### src/fsd_pkg.sv
// Purpose: constants and state type for the pointer subtract and indexed
//          offset decode block
// Assumes: 32-bit register bus, 12-bit data memory addresses
// Notes:   register offsets are byte addresses of aligned words
package fsd_pkg;

  // widths
  localparam int PTR_W  = 12;
  localparam int ADDR_W = 5;
  localparam int DATA_W = 32;
  localparam int PC_W   = 21;

  // register offsets
  localparam logic [ADDR_W-1:0] REG_CTRL   = 5'h00;
  localparam logic [ADDR_W-1:0] REG_PTR0   = 5'h04;
  localparam logic [ADDR_W-1:0] REG_PTR1   = 5'h08;
  localparam logic [ADDR_W-1:0] REG_PTR2   = 5'h0C;
  localparam logic [ADDR_W-1:0] REG_STATUS = 5'h10;

  // field positions
  localparam int CTRL_EXT_BIT    = 0;
  localparam int CTRL_BANK_LSB   = 4;
  localparam int CTRL_BANK_MSB   = 7;
  localparam int STATUS_BUSY_BIT = 0;
  localparam int STATUS_EXT_BIT  = 1;
  localparam int OPC_HI_LSB      = 8;
  localparam int OPC_SEL_LSB     = 6;
  localparam int ACCESS_BIT      = 8;
  localparam int DEST_BIT        = 9;

  // reset values
  localparam logic             EXT_RST  = 1'b0;
  localparam logic [3:0]       BANK_RST = 4'h0;
  localparam logic [PTR_W-1:0] PTR_RST  = 12'h000;
  localparam logic [PC_W-1:0]  PC_RST   = 21'h000000;

  // encodings
  localparam logic [7:0] SUB_OPCODE       = 8'hE9;
  localparam logic [1:0] SEL_RETURN       = 2'h3;
  localparam logic [1:0] SEL_THIRD        = 2'h2;
  localparam logic [7:0] INDEX_LIMIT      = 8'h5F;
  localparam logic [3:0] ACCESS_LOW_BANK  = 4'h0;
  localparam logic [3:0] ACCESS_HIGH_BANK = 4'hF;

  typedef struct packed {
    logic [2:0][PTR_W-1:0] ptr;
    logic                  ext_en;
    logic [3:0]            bank;
    logic                  ret_busy;
    logic                  bus_ack;
    logic [DATA_W-1:0]     rdata;
    logic                  pc_load;
    logic                  stack_pop;
    logic [PC_W-1:0]       pc_value;
    logic                  oper_valid;
    logic [PTR_W-1:0]      oper_addr;
    logic                  oper_indexed;
    logic                  oper_dest_file;
  } fsd_state_t;

endpackage : fsd_pkg

### src/fsd_addr_resolve.sv
// Purpose: operand address resolution for byte and bit oriented opcodes
// Assumes: pure combinational, caller registers the result
// Notes:   low offsets index from the third pointer when extended set is on
module fsd_addr_resolve (
  // mode
  input  wire logic                     ext_en,
  input  wire logic [3:0]               bank,
  input  wire logic [fsd_pkg::PTR_W-1:0] third_ptr,
  // opcode fields
  input  wire logic                     access_sel,
  input  wire logic [7:0]               file_addr,
  // result
  output logic      [fsd_pkg::PTR_W-1:0] addr,
  output logic                          indexed
);

  logic low_half;

  assign low_half = (file_addr <= fsd_pkg::INDEX_LIMIT);

  always_comb begin
    indexed = 1'b0;
    if (access_sel) begin
      addr = {bank, file_addr};
    end else if (ext_en && low_half) begin
      // 12-bit wrap covers the whole data space
      addr    = third_ptr + {4'h0, file_addr};
      indexed = 1'b1;
    end else if (low_half) begin
      addr = {fsd_pkg::ACCESS_LOW_BANK, file_addr};
    end else begin
      addr = {fsd_pkg::ACCESS_HIGH_BANK, file_addr};
    end
  end

endmodule : fsd_addr_resolve

### src/fsd_decoder.sv
// Purpose: pointer subtract, subtract-and-return and indexed offset decode
// Assumes: fetch path flags byte/bit oriented words; single core clock
// Notes:   registers on Avalon-MM, one wait state per access
//
// Summary of operation
// - subtract opcode: pointer 0..2 minus 6-bit literal, written back
// - select 11: third pointer minus literal, then pc from stack top
// - subtract-and-return takes two cycles, second idle; plain takes one
// - extended off: access bank when a is 0, bank register when a is 1
// - extended on, a 0, address up to 5Fh: third pointer plus offset
// - addresses above 5Fh keep literal access bank meaning
// - third pointer zero maps offsets onto original low access locations
// - destination bit unchanged in indexed mode, only address changes
// - extended on decodes new opcodes and switches to indexed resolution
// - destination 0 writes working register, 1 writes file register
// - indexed addresses reach all of the 4096-byte data space
//
// Register access over Avalon-MM and the address map were chosen for this implementation.
module fsd_decoder (
  // clock and reset
  input  wire logic                          clock,
  input  wire logic                          sys_rst,
  // register bus
  input  wire logic [fsd_pkg::ADDR_W-1:0]    avs_address,
  input  wire logic                          avs_read,
  input  wire logic                          avs_write,
  input  wire logic [fsd_pkg::DATA_W-1:0]    avs_writedata,
  output logic      [fsd_pkg::DATA_W-1:0]    avs_readdata,
  output logic                               avs_waitrequest,
  // instruction fetch
  input  wire logic                          instr_valid,
  input  wire logic [15:0]                   instr_word,
  input  wire logic                          instr_file_op,
  input  wire logic                          instr_byte_op,
  output logic                               instr_ready,
  // return stack and program counter
  input  wire logic [fsd_pkg::PC_W-1:0]      return_stack_top,
  output logic                               stack_pop,
  output logic                               pc_load,
  output logic      [fsd_pkg::PC_W-1:0]      pc_load_value,
  // operand path
  output logic                               oper_valid,
  output logic      [fsd_pkg::PTR_W-1:0]     oper_addr,
  output logic                               oper_indexed,
  output logic                               oper_dest_file,
  output logic      [fsd_pkg::PTR_W-1:0]     third_file_pointer
);

  fsd_pkg::fsd_state_t st_reg;
  fsd_pkg::fsd_state_t st_next;

  logic                      instr_fire;
  logic                      sub_fire;
  logic                      ret_fire;
  logic                      plain_fire;
  logic                      file_fire;
  logic [1:0]                sub_idx;
  logic [5:0]                sub_lit;
  logic [fsd_pkg::PTR_W-1:0] sub_diff;
  logic [fsd_pkg::PTR_W-1:0] res_addr;
  logic                      res_indexed;
  logic                      bus_req;
  logic                      bus_wr;
  logic [fsd_pkg::DATA_W-1:0] rd_mux;

  // instruction side decode
  assign instr_ready = ~st_reg.ret_busy;
  assign instr_fire  = instr_valid & instr_ready;
  assign sub_fire    = instr_fire & st_reg.ext_en &
                       (instr_word[15:fsd_pkg::OPC_HI_LSB] ==
                        fsd_pkg::SUB_OPCODE);
  assign ret_fire    = sub_fire &
                       (instr_word[7:fsd_pkg::OPC_SEL_LSB] ==
                        fsd_pkg::SEL_RETURN);
  assign plain_fire  = sub_fire & ~ret_fire;
  assign file_fire   = instr_fire & instr_file_op & ~sub_fire;
  assign sub_lit     = instr_word[5:0];
  assign sub_idx     = ret_fire ? fsd_pkg::SEL_THIRD
                                : instr_word[7:fsd_pkg::OPC_SEL_LSB];

  // unsigned subtract, wraps below zero, no flags produced
  always_comb begin
    unique case (sub_idx)
      2'h0:    sub_diff = st_reg.ptr[0] - {6'h00, sub_lit};
      2'h1:    sub_diff = st_reg.ptr[1] - {6'h00, sub_lit};
      default: sub_diff = st_reg.ptr[2] - {6'h00, sub_lit};
    endcase
  end

  fsd_addr_resolve u_resolve (
    .ext_en     (st_reg.ext_en),
    .bank       (st_reg.bank),
    .third_ptr  (st_reg.ptr[2]),
    .access_sel (instr_word[fsd_pkg::ACCESS_BIT]),
    .file_addr  (instr_word[7:0]),
    .addr       (res_addr),
    .indexed    (res_indexed)
  );

  // bus side: one wait state, write lands on the acknowledging edge
  assign bus_req         = avs_read | avs_write;
  assign avs_waitrequest = bus_req & ~st_reg.bus_ack;
  assign bus_wr          = avs_write & st_reg.bus_ack;

  always_comb begin
    rd_mux = '0;
    unique case (avs_address)
      fsd_pkg::REG_CTRL: begin
        rd_mux[fsd_pkg::CTRL_EXT_BIT] = st_reg.ext_en;
        rd_mux[fsd_pkg::CTRL_BANK_MSB:fsd_pkg::CTRL_BANK_LSB] = st_reg.bank;
      end
      fsd_pkg::REG_PTR0: rd_mux[fsd_pkg::PTR_W-1:0] = st_reg.ptr[0];
      fsd_pkg::REG_PTR1: rd_mux[fsd_pkg::PTR_W-1:0] = st_reg.ptr[1];
      fsd_pkg::REG_PTR2: rd_mux[fsd_pkg::PTR_W-1:0] = st_reg.ptr[2];
      fsd_pkg::REG_STATUS: begin
        rd_mux[fsd_pkg::STATUS_BUSY_BIT] = st_reg.ret_busy;
        rd_mux[fsd_pkg::STATUS_EXT_BIT]  = st_reg.ext_en;
      end
      default: rd_mux = '0;
    endcase
  end

  always_comb begin
    st_next            = st_reg;
    st_next.pc_load    = 1'b0;
    st_next.stack_pop  = 1'b0;
    st_next.oper_valid = 1'b0;
    st_next.bus_ack    = bus_req & ~st_reg.bus_ack;
    // second cycle of subtract-and-return does nothing
    st_next.ret_busy   = 1'b0;
    for (int i = 0; i < 3; i++) begin
      if (sub_fire && (sub_idx == i[1:0])) begin
        st_next.ptr[i] = sub_diff;
      end
    end
    if (ret_fire) begin
      st_next.pc_load   = 1'b1;
      st_next.stack_pop = 1'b1;
      st_next.pc_value  = return_stack_top;
      st_next.ret_busy  = 1'b1;
    end
    if (file_fire) begin
      st_next.oper_valid     = 1'b1;
      st_next.oper_addr      = res_addr;
      st_next.oper_indexed   = res_indexed;
      // d keeps its meaning whatever the address mode
      st_next.oper_dest_file = instr_byte_op &
                               instr_word[fsd_pkg::DEST_BIT];
    end
    if (bus_req && !st_reg.bus_ack) begin
      st_next.rdata = rd_mux;
    end
    // bus write wins over a same-cycle subtract
    if (bus_wr) begin
      unique case (avs_address)
        fsd_pkg::REG_CTRL: begin
          st_next.ext_en = avs_writedata[fsd_pkg::CTRL_EXT_BIT];
          st_next.bank   =
            avs_writedata[fsd_pkg::CTRL_BANK_MSB:fsd_pkg::CTRL_BANK_LSB];
        end
        fsd_pkg::REG_PTR0: st_next.ptr[0] =
                             avs_writedata[fsd_pkg::PTR_W-1:0];
        fsd_pkg::REG_PTR1: st_next.ptr[1] =
                             avs_writedata[fsd_pkg::PTR_W-1:0];
        fsd_pkg::REG_PTR2: st_next.ptr[2] =
                             avs_writedata[fsd_pkg::PTR_W-1:0];
        default: st_next.bank = st_next.bank;
      endcase
    end
  end

  always_ff @(posedge clock or posedge sys_rst) begin
    if (sys_rst) begin
      st_reg.ptr            <= {3{fsd_pkg::PTR_RST}};
      st_reg.ext_en         <= fsd_pkg::EXT_RST;
      st_reg.bank           <= fsd_pkg::BANK_RST;
      st_reg.ret_busy       <= 1'b0;
      st_reg.bus_ack        <= 1'b0;
      st_reg.rdata          <= '0;
      st_reg.pc_load        <= 1'b0;
      st_reg.stack_pop      <= 1'b0;
      st_reg.pc_value       <= fsd_pkg::PC_RST;
      st_reg.oper_valid     <= 1'b0;
      st_reg.oper_addr      <= fsd_pkg::PTR_RST;
      st_reg.oper_indexed   <= 1'b0;
      st_reg.oper_dest_file <= 1'b0;
    end else begin
      st_reg <= st_next;
    end
  end

  assign avs_readdata       = st_reg.rdata;
  assign stack_pop          = st_reg.stack_pop;
  assign pc_load            = st_reg.pc_load;
  assign pc_load_value      = st_reg.pc_value;
  assign oper_valid         = st_reg.oper_valid;
  assign oper_addr          = st_reg.oper_addr;
  assign oper_indexed       = st_reg.oper_indexed;
  assign oper_dest_file     = st_reg.oper_dest_file;
  assign third_file_pointer = st_reg.ptr[2];
endmodule : fsd_decoder

### config.mk
export PLATFORM = sky130hd
export DESIGN_NAME = fsd_decoder
export DESIGN_NICKNAME = d
export VERILOG_FILES = /design/src/fsd_pkg.sv /design/src/fsd_addr_resolve.sv /design/src/fsd_decoder.sv
export SDC_FILE = /design/constraint.sdc
export NUM_CORES = 1
export LEC_CHECK = 0
export ABC_AREA = 1
export BUFFER_PORTS_ARGS = -buffer_cell sky130_fd_sc_hd__buf_2
export CELL_PAD_IN_SITES_DETAIL_PLACEMENT = 1
export CELL_PAD_IN_SITES_GLOBAL_PLACEMENT = 1
export CORE_UTILIZATION = 38
export CTS_BUF_LIST = sky130_fd_sc_hd__clkbuf_4 sky130_fd_sc_hd__clkbuf_8
export CTS_CLUSTER_SIZE = 14
export DETAILED_ROUTE_END_ITERATION = 8
export PLACE_DENSITY = 0.82
export SYNTH_ARGS = -nofsm -noshare
export SYNTH_HDL_FRONTEND = slang
export SYNTH_SLANG_ARGS = --single-unit
### constraint.sdc
create_clock -name clock -period 4.26 [get_ports clock]
set_input_delay 0.852 -clock clock [delete_from_list [all_inputs] [get_ports clock]]
set_output_delay 0.852 -clock clock [all_outputs]
set_load 0.005 [all_outputs]
* Yosys cells after proc, flatten, opt, wreduce, memory -nomap -nowiden
Cells that the tools add are included.
Operators by class: $add $sub $neg 4, magnitude comparators 1, equal/unequal tests 8, muxes and demuxes 24, bitwise operators 13, reduce and logical (&&, ||, !) cells 9
Operators with widths (count):
- $mux W12 | 9
- $mux W41 | 1
- $sub A12 B6 Y12 | 3
- $pmux W12 S2 | 1
- $mux W23 | 1
- $pmux W4 S4 | 1
- $mux W15 | 1
- $add A12 B8 Y12 | 1
- $pmux W4 S3 | 1
- $eq A5 B4 Y1 const B | 2
- $and A1 B1 Y1 | 9
- $eq A8 B8 Y1 const B | 1
- $le A8 B7 Y1 const B | 1
- $pmux W2 S3 | 1
- $eq A5 B3 Y1 const B | 1
- $eq A5 B5 Y1 const B | 1
- $logic_and A1 B1 Y1 | 5
- $logic_not A5 Y1 | 1
- $pmux W1 S5 | 1
- $eq A2 B2 Y1 const B | 2
- $mux W1 | 4
- $mux W4 | 1
- $pmux W1 S4 | 1
- $not A1 Y1 | 3
- other kinds (6) | 6
Word-level totals: register bits after elaboration 93, input bits 81

* Longest topological paths before layout
Gate-level depths: netlist (run 1).
depth after elaboration 11, gate-level depth with buffers 16, depth with buffers taken out 16

* By module
Synthesis (run 1) repeated with hierarchy kept, for this count alone.
Second synthesis, totals: cells, all modules 823, area total of the unflattened synthesis 6124.6 um^2
Modules (own cells, without submodules):
- fsd_decoder | instances 1, cells an instance 683, area an instance 5385.2 um^2, seq. area each 2277.2 um^2
- fsd_addr_resolve | instances 1, cells an instance 140, area an instance 739.5 um^2, seq. area each 0.0 um^2

* Least setup slack after synthesis (run 1)
OpenSTA, ideal clock, no wires.
path kind input to register, start input port instr_word[7], end register st_reg[84] (netlist name), setup time 0.127 ns, arrival 2.601 ns, required time 4.133 ns, setup slack 1.532 ns, cell stages on the path 15, buffers on the path 1, cell sequence buf_4 > nor2_4 > inv_2 > o22ai_1 > a21oi_1 > ha_1 > nand2_1 > nand2_1 > nand2_1 > nand3_1 > a21oi_2 > xor2_1 > nand2_1 > nand2_1 > o21ai_0
RTL lines:
- from (decl) | RTL line fsd_decoder.sv:32 | input wire logic [15:0] instr_word,
- to (signal assigned) | RTL line fsd_decoder.sv:188 | st_reg <= st_next;
- to (decl) | RTL line fsd_decoder.sv:49 | fsd_pkg::fsd_state_t st_reg;

==> results of run 1 <==
-- final cells by class --
type                    instances  area, sq um  share of cell area (%)
inverters                      67          253                    3.98
multi-input cells             542         2720                    42.8
flip-flops and latches         91         2280                    35.8
clock buffers                  10          138                    2.17
repair buffers                131          673                    10.6
clock inverters                 5         60.1                   0.945
well taps                     188          235                    3.70
-- through the flow --
step	cell area, sq um	power [mW]	hold slack, ps	worst slack (ps)	cells
after floorplan	5930	1.51	442	1040	798
after global placement	6160	1.65	450	905	1019
after detailed placement	6160	1.68	454	862	1019
after CTS	6350	2.30	410	1280	1034
after global routing	6350	2.43	438	995	1034
final	6350	2.29	403	1200	1034
-- power by group through the flow --
stage | clock network, mW | registers (mW) | logic [mW]
5_1_grt | 0.670 | 1.08 | 0.680
3_3_place_gp | 0 | 1.07 | 0.580
6_report | 0.625 | 1.06 | 0.605
4_1_cts | 0.637 | 1.06 | 0.605
3_5_place_dp | 0 | 1.08 | 0.600
2_1_floorplan | 0 | 1.03 | 0.479
-- kinds of logic (layout without fill, tap and decap cells) --
| family | after synthesis | count (layout) | synth area share (%) |
|---|---|---|---|
| buffers and inverters | 165 | 213 | 16.0 |
| adders and majority gates | 16 | 16 | 3.67 |
| xor gates and xnor gates | 8 | 8 | 1.20 |
| other | 1 | 20 | 0.0640 |
| AOI/OAI and AO/OA | 154 | 154 | 14.5 |
| muxes | 8 | 8 | 1.54 |
| DFF | 91 | 91 | 38.9 |
| and+or+nand+nor | 336 | 336 | 24.2 |
-- cells in the final DEF (no fill, tap or decap), types with 4 or more instances in the layout --
cell type | netlist | final
dfrtp_1 | 91 | 91
nand4_1 | 9 | 9
o22ai_1 | 7 | 7
a21oi_1 | 78 | 78
nand3b_1 | 4 | 4
o21ai_1 | 5 | 5
conb_1 | 1 | 20
nor2_1 | 62 | 62
mux2_2 | 8 | 8
o21ai_0 | 37 | 37
o211ai_1 | 11 | 11
inv_2 | 6 | 6
ha_1 | 14 | 14
nand2_1 | 210 | 210
clkbuf_8 | 0 | 10
buf_2 | 8 | 124
buf_4 | 82 | 7
xor2_1 | 5 | 5
nor2_2 | 6 | 6
nand3_1 | 33 | 33
inv_1 | 60 | 59
nor2_4 | 4 | 4
-- layer usage --
| metal | track usage, % | vias to the layer above | routed length [um] | part of all wire, % |
|---|---|---|---|---|
| met5 | 0 | - | 0 | 0 |
| met4 | 9.57 | 0 | 430 | 2.3 |
| met3 | 3.10 | 30 | 811 | 4.4 |
| met2 | 39.8 | 148 | 8930 | 49 |
| met1 | 31.5 | 2619 | 8180 | 45 |
| li1 | - | 2566 | - | - |
-- how the worst min path moves through the flow --
stage,start,to
final,sys_rst,oper_addr[7]
after detailed placement,pc_load_value[3],pc_load_value[3]
after CTS,sys_rst,oper_addr[6]
after global placement,pc_load_value[16],pc_load_value[16]
after floorplan,pc_load_value[2],pc_load_value[2]
after global routing,sys_rst,oper_addr[7]
-- worst reg2reg max path, delay by kind of cell, from the launching register on --
| family | cells | cell delay [ps] |
|---|---|---|
| AND/OR/NAND/NOR | 7 | 1530 |
| buffers and inverters | 3 | 490 |
| flip-flops | 1 | 400 |
==> impl_metrics.toml, run 1 <==
[status]
status = "completed"

[global_routing]
grt_overflow_total = 0
grt_start_max_net_pins = 42
grt_pass1_wl_um = 29200
groute.usage.overall_pct = 23.9
antenna_found_initial = 0
grt_pass1_vias = 5409

[setup_path]
endpoint = "third_file_pointer[7]"
crit_chain = "buf_2 -> inv_1 -> o22ai_1 -> a21oi_1 -> ha_1 -> nand2_1 -> nand2_1 -> nand2_1 -> nand3_1 -> a21oi_2 -> xor2_1 -> nand2_1 -> nand2_1 -> o21ai_1"
path_max_fanout = 12
crit_buf_inv = 2
cp-start-kind = "primary input"
path_depth = 14
cp.arrival_ps = 3320
reg2reg_to = "pc_load_value[7]"
r2r_cells = 10
worstSetupPathType = "primary input to flop"
crit_path_top_delay_cell = "ha_1"
required_ps = 4520
reg2reg_setup_slack_ps = 1750
r2r-start = "pc_load"
max_stage_delay_ps = 380
path_delay_family = "compound AO/OA/AOI/OAI gates"
crit_start = "instr_word[7]"
crit_top_cell = "nand2_1"
end_kind = "flop"

[power_and_ir_drop]
p_sw_mw = 0.816
pwr-share-seq_pct = 46.3
p_leak_nw = 3.39
vdd_drop_max_mv = 0.137
combPwrFrac_pct = 26.4
p_int_mw = 1.48
clkPwrFrac_pct = 27.3
switching_share_pct = 35.6
power_density_nw_per_um2 = 361

[clocking]
tritoncts = "yes"
postCtsHoldBufs = 0
cts_made_buffers = 9
cts-resized-gates = 0
root_buffer = "clkbuf_8"
cts_setup_buffers = 0
cts_sinks = 91
clock_path_buffers = 2
clock_latency_ps = 390
cts.reportedPaths.clkPinSlew_ps = 100
htreeDepth = 3

[layout]
fill_cells = 1957
fin_util_pct = 41.9
final_nets = 939
drive_gt1_share_pct = 21.0
antennaDiodeCount = 0
area_delta_synth_final_pct = 8.41
largest_reg_flops = 30

[yosys]
synth_warnings = 0
yosysTopAreaCell = "dfrtp_1"
ys_top_cells_by_area = "dfrtp_1 (39%), nand2_1 (13%), buf_4 (11%), a21oi_1 (6.7%), nor2_1 (4.0%)"
synth_edf_count = 0
synth_async_sr_flop_share_pct = 100
yosysTopAreaCellShare_pct = 38.9
syn_inst = 779
ys_ff_latch = 91
syn_area_sq_um = 5860
synth.avg_cell_area_sq_um = 7.52
yosysSeqAreaShare_pct = 38.9
synthFlopType = "dfrtp_1"
ys_types = 42
synthTopCellsByCount = "nand2_1 (210), dfrtp_1 (91), buf_4 (82), a21oi_1 (78), nor2_1 (62)"
synth.most_common_cell = "nand2_1"

[timing]
hold_viol = 0
setup_viol = 0
timing.final.crit_period_ps = 3060
finClkSkew_ps = 17.7
drv_slew = 0
finalCritPeriodShare_pct = 71.8
rsz0062_at_grt = "false"
tightest_slew_ps = 1050
max_freq_mhz = 327
relSlewSlack_pct = 29.5
fin_tns_setup_ps = 0

[detailed_routing]
drcViolationCount = 0
antenna_left = 0
drt-vias-per-instance = 5.19
first_pass_iters = 4
route.final.wire_length_um = 18300
vias = 5363
drt-initial-drc-count = 320
wl_per_cell_um = 17.7

[die]
num_io_pins = 165
dieArea_sq_um = 15900
num_rows = 45
fp.coreArea_sq_um = 15100
start_util_pct = 38.7
die_h_um = 126
die-width_um = 126

[placed_design]
detailed_place_hpwl_um = 14100
port_buffers = 124
globalplace.congestion = 0.896

[min_path]
hp-class = "primary input to async pin"

[flow_run]
drv_cap = 0
Power figures use the tool's default switching activity.
==> run 2: changes to the inputs <==
==> constraint.sdc (replaced) <==
create_clock -name clock -period 3.2 [get_ports clock]
set_input_delay 0.64 -clock clock [delete_from_list [all_inputs] [get_ports clock]]
set_output_delay 0.64 -clock clock [all_outputs]
set_load 0.005 [all_outputs]
==> impl_metrics.toml, run 2 (same netlist as run 1, synthesis figures left out) <==
[status]
status = "completed"

[detailed_routing]
wl_per_cell_um = 17.5
vias = 5422
drt-initial-drc-count = 417
drcViolationCount = 0
antenna_left = 0
first_pass_iters = 5
drt-vias-per-instance = 5.19
route.final.wire_length_um = 18200

[power_and_ir_drop]
combPwrFrac_pct = 25.9
p_leak_nw = 3.45
vdd_drop_max_mv = 0.222
p_int_mw = 2.05
clkPwrFrac_pct = 28.9
power_density_nw_per_um2 = 483
p_sw_mw = 1.07
switching_share_pct = 34.4
pwr-share-seq_pct = 45.2

[clocking]
cts-resized-gates = 0
cts_sinks = 91
root_buffer = "clkbuf_8"
tritoncts = "yes"
postCtsHoldBufs = 0
cts_made_buffers = 9
clock_latency_ps = 390
cts_setup_buffers = 0
cts.reportedPaths.clkPinSlew_ps = 100
clock_path_buffers = 2
htreeDepth = 3

[placed_design]
port_buffers = 124
detailed_place_hpwl_um = 14100
dp.cells = 1028
globalplace.congestion = 0.908

[timing]
max_freq_mhz = 380
drv_slew = 0
setup_viol = 0
finClkSkew_ps = 17.6
finalCritPeriodShare_pct = 82.2
tightest_slew_ps = 1040
hold_viol = 0
fin_tns_setup_ps = 0
rsz0062_at_grt = "false"
relSlewSlack_pct = 30.4
timing.final.crit_period_ps = 2630

[setup_path]
reg2reg_to = "st_reg[84]"
path_max_fanout = 8
crit_buf_inv = 3
required_ps = 3470
end_kind = "flop"
crit_path_top_delay_cell = "ha_1"
cp-start-kind = "primary input"
path_delay_family = "simple AND/OR/NAND/NOR gates"
crit_chain = "buf_2 -> inv_2 -> nor2_4 -> inv_2 -> o22ai_1 -> a21oi_1 -> ha_1 -> nand2_1 -> nand2_1 -> nand2_1 -> nand3_1 -> a21oi_2 -> xor2_1 -> nand2_1 -> nand2_1 -> o21ai_0"
reg2reg_setup_slack_ps = 780
cp.arrival_ps = 2890
worstSetupPathType = "primary input to flop"
crit_top_cell = "nand2_1"
max_stage_delay_ps = 350
path_depth = 16
r2r_cells = 13
r2r-start = "third_file_pointer[1]"

[die]
num_rows = 45
die-width_um = 126
fp.coreArea_sq_um = 15100
num_io_pins = 165
dieArea_sq_um = 15900
die_h_um = 126
start_util_pct = 38.7

[global_routing]
antenna_found_initial = 0
groute.usage.overall_pct = 24.0
grt_start_max_net_pins = 41
grt_pass1_wl_um = 29300
grt_overflow_total = 0
grt_pass1_vias = 5453

[layout]
final_nets = 948
area_delta_synth_final_pct = 10.2
antennaDiodeCount = 0
layout_commonest_cell = "nand2_1"
drive_gt1_share_pct = 22.0
layout_common_cells = "nand2_1 (210), buf_2 (124), dfrtp_1 (91)"
fin_cells = 1044
largest_reg_flops = 30

[min_path]
hp-class = "primary input to async pin"

[flow_run]
drv_cap = 0
## run 2: cell types whose count changed in the layout (fill, tap and decap cells not counted), sizes merged
cell    before  now
buf        131  140
bufinv       1    2
clkbuf      10   11
inv         67   66
## run 2: metal layers
layer  GRT usage, %  part of all wire (%)  vias to the layer above
met2           38.4                    47                      160
met1           32.2                    45                     2626
li1               -                     -                     2596
met3           3.14                   4.9                       40
met5              0                     0                        -
met4           11.6                   3.5                        0
## run 2: final cells by class
| cell class | instances | area [sq um] |
|---|---|---|
| fillers | 1987 | 8690 |
| clock inverters | 5 | 85.1 |
| well taps | 188 | 235 |
| flip-flops and latches | 91 | 2280 |
| clock buffers | 11 | 139 |
| inverters | 67 | 253 |
| multi-input cells | 542 | 2720 |
| repair buffers | 140 | 753 |
## run 2: through the flow
stage	util (%)	hold WS (ps)	cell area [sq um]	setup WS [ps]	power (mW)
floorplan	-	442	5930	196	2.01
global placement	41.2	449	6240	221	2.20
detailed placement	41.2	454	6240	189	2.23
CTS	42.7	334	6460	573	3.14
global route	42.7	361	6460	370	3.31
finish	42.7	323	6460	571	3.12
## run 2: power by group through the flow
stage | clock, mW | sequential, mW | combinational (mW)
5_1_grt | 0.968 | 1.43 | 0.912
3_3_place_gp | 0 | 1.43 | 0.779
4_1_cts | 0.923 | 1.41 | 0.810
6_report | 0.904 | 1.41 | 0.808
3_5_place_dp | 0 | 1.43 | 0.802
2_1_floorplan | 0 | 1.37 | 0.638
## run 2: worst max-delay path by stage
| stage | end | startpoint | slack [ps] |
|---|---|---|---|
| after floorplan | avs_readdata[0] | sys_rst | 200 |
| after global placement | st_reg[84] | instr_word[6] | 220 |
| after detailed placement | st_reg[84] | instr_word[6] | 190 |
| after CTS | avs_waitrequest | st_reg[70] | 570 |
| after global routing | st_reg[84] | instr_word[6] | 370 |
| final | st_reg[84] | instr_word[6] | 570 |
==> run 3: changes to the inputs <==
==> constraint.sdc (replaced) <==
create_clock -name clock -period 2.65 [get_ports clock]
set_input_delay 0.53 -clock clock [delete_from_list [all_inputs] [get_ports clock]]
set_output_delay 0.53 -clock clock [all_outputs]
set_load 0.005 [all_outputs]
==> impl_metrics.toml, run 3 (same netlist as run 1, synthesis figures left out) <==
[status]
status = "completed"

[detailed_routing]
wl_per_cell_um = 17.3
drt-vias-per-instance = 5.13
drt-initial-drc-count = 258
first_pass_iters = 4
route.final.wire_length_um = 18500
vias = 5478
antenna_left = 0
drcViolationCount = 0

[timing]
tightest_slew_ps = 1070
fin_tns_setup_ps = 0
finalCritPeriodShare_pct = 93.7
drv_slew = 0
rsz0062_at_grt = "false"
setup_viol = 0
max_freq_mhz = 403
hold_viol = 0
finClkSkew_ps = 18.4
relSlewSlack_pct = 28.4
timing.final.crit_period_ps = 2480

[layout]
area_delta_synth_final_pct = 13.3
antennaDiodeCount = 0
layout_commonest_cell = "nand2_1"
layout_common_cells = "nand2_1 (210), buf_2 (124), dfrtp_1 (91)"
final_nets = 972
drive_gt1_share_pct = 24.1
largest_reg_flops = 30
fin_util_pct = 43.9
final_design_area_no_fill_sq_um = 6640

[placed_design]
detailed_place_hpwl_um = 14400
port_buffers = 124
placed_area_sq_um = 6420
globalplace.congestion = 0.906

[global_routing]
grt_pass1_wl_um = 30000
grt_overflow_total = 0
grt_start_max_net_pins = 92
grt_pass1_vias = 5661
groute.usage.overall_pct = 24.4
antenna_found_initial = 0

[clocking]
cts.reportedPaths.clkPinSlew_ps = 100
cts_setup_buffers = 0
cts_sinks = 91
root_buffer = "clkbuf_8"
cts_made_buffers = 9
cts-resized-gates = 0
htreeDepth = 3
postCtsHoldBufs = 0
clock_latency_ps = 390
clock_path_buffers = 2
tritoncts = "yes"

[setup_path]
crit_chain = "nor2_1 -> buf_2"
worstSetupPathType = "flop to output port"
crit_path_top_delay_cell = "nor2_1"
end_kind = "output port"
cp.arrival_ps = 1950
cp-start-kind = "flop"
max_stage_delay_ps = 840
required_ps = 2120
path_max_fanout = 14

[die]
fp.coreArea_sq_um = 15100
die_h_um = 126
num_rows = 45
num_io_pins = 165
dieArea_sq_um = 15900
die-width_um = 126
start_util_pct = 38.7

[power_and_ir_drop]
vdd_drop_max_mv = 0.310
p_leak_nw = 3.56
power_density_nw_per_um2 = 581
power.total_mw = 3.86

[min_path]
hp-class = "primary input to async pin"

[flow_run]
drv_cap = 0
run 3: cell types whose count changed in the layout (fill, tap and decap cells not counted), sizes merged:
| cell | change |
|---|---|
| buf | +24 |
| clkinvlp | +1 |
| clkinv | -1 |
run 3: final cells by class:
type                       instances  area [sq um]
inverter                          67           255
tap                              188           235
timing repair buffer             164           933
multi-input combinational        542          2720
clock inverter                     5          85.1
sequential                        91          2280
fill                            1956          8500
clock buffer                      11           139
run 3: critical path: cells and delay by family, from the launching register on:
family | cells | cell delay (ps)
buffers and inverters | 1 | 260
DFF | 1 | 450
and+or+nand+nor | 1 | 840
run 3: layer usage:
layer / GRT usage (%) / share of wire (%) / vias up
met5: 0 / 0 / -
met4: 9.57 / 2.5 / 0
met3: 3.27 / 3.6 / 30
met2: 40.8 / 49 / 142
met1: 32.0 / 45 / 2668
li1: - / - / 2638
run 3: final timing paths:
kind	end	slack, ps	start	cells after the start
worst max-delay path	avs_waitrequest	170	st_reg[70]	2
worst min-delay path	oper_addr[8]	280	sys_rst	3
worst max register to register	st_reg[93]	320	third_file_pointer[0]	10
worst min register to register	pc_load_value[18]	480	pc_load_value[18]	2
max in group asynchronous	third_file_pointer[5]	1970	sys_rst	3
min in group clock	pc_load_value[16]	340	return_stack_top[16]	3
run 3: through the flow:
stage	instances	setup slack [ps]	hold slack [ps]
floorplan	798	244	442
global placement	1052	-55.1	449
detailed placement	1052	-158	456
CTS	1068	137	292
global route	1068	22.5	328
finish	1068	168	278
run 3: power breakdown:
| part | internal [mW] | switching (mW) |
|---|---|---|
| Clock | 0.558 | 0.530 |
| Sequential | 1.54 | 0.145 |
| Combinational | 0.449 | 0.634 |
| Total | 2.55 | 1.31 |
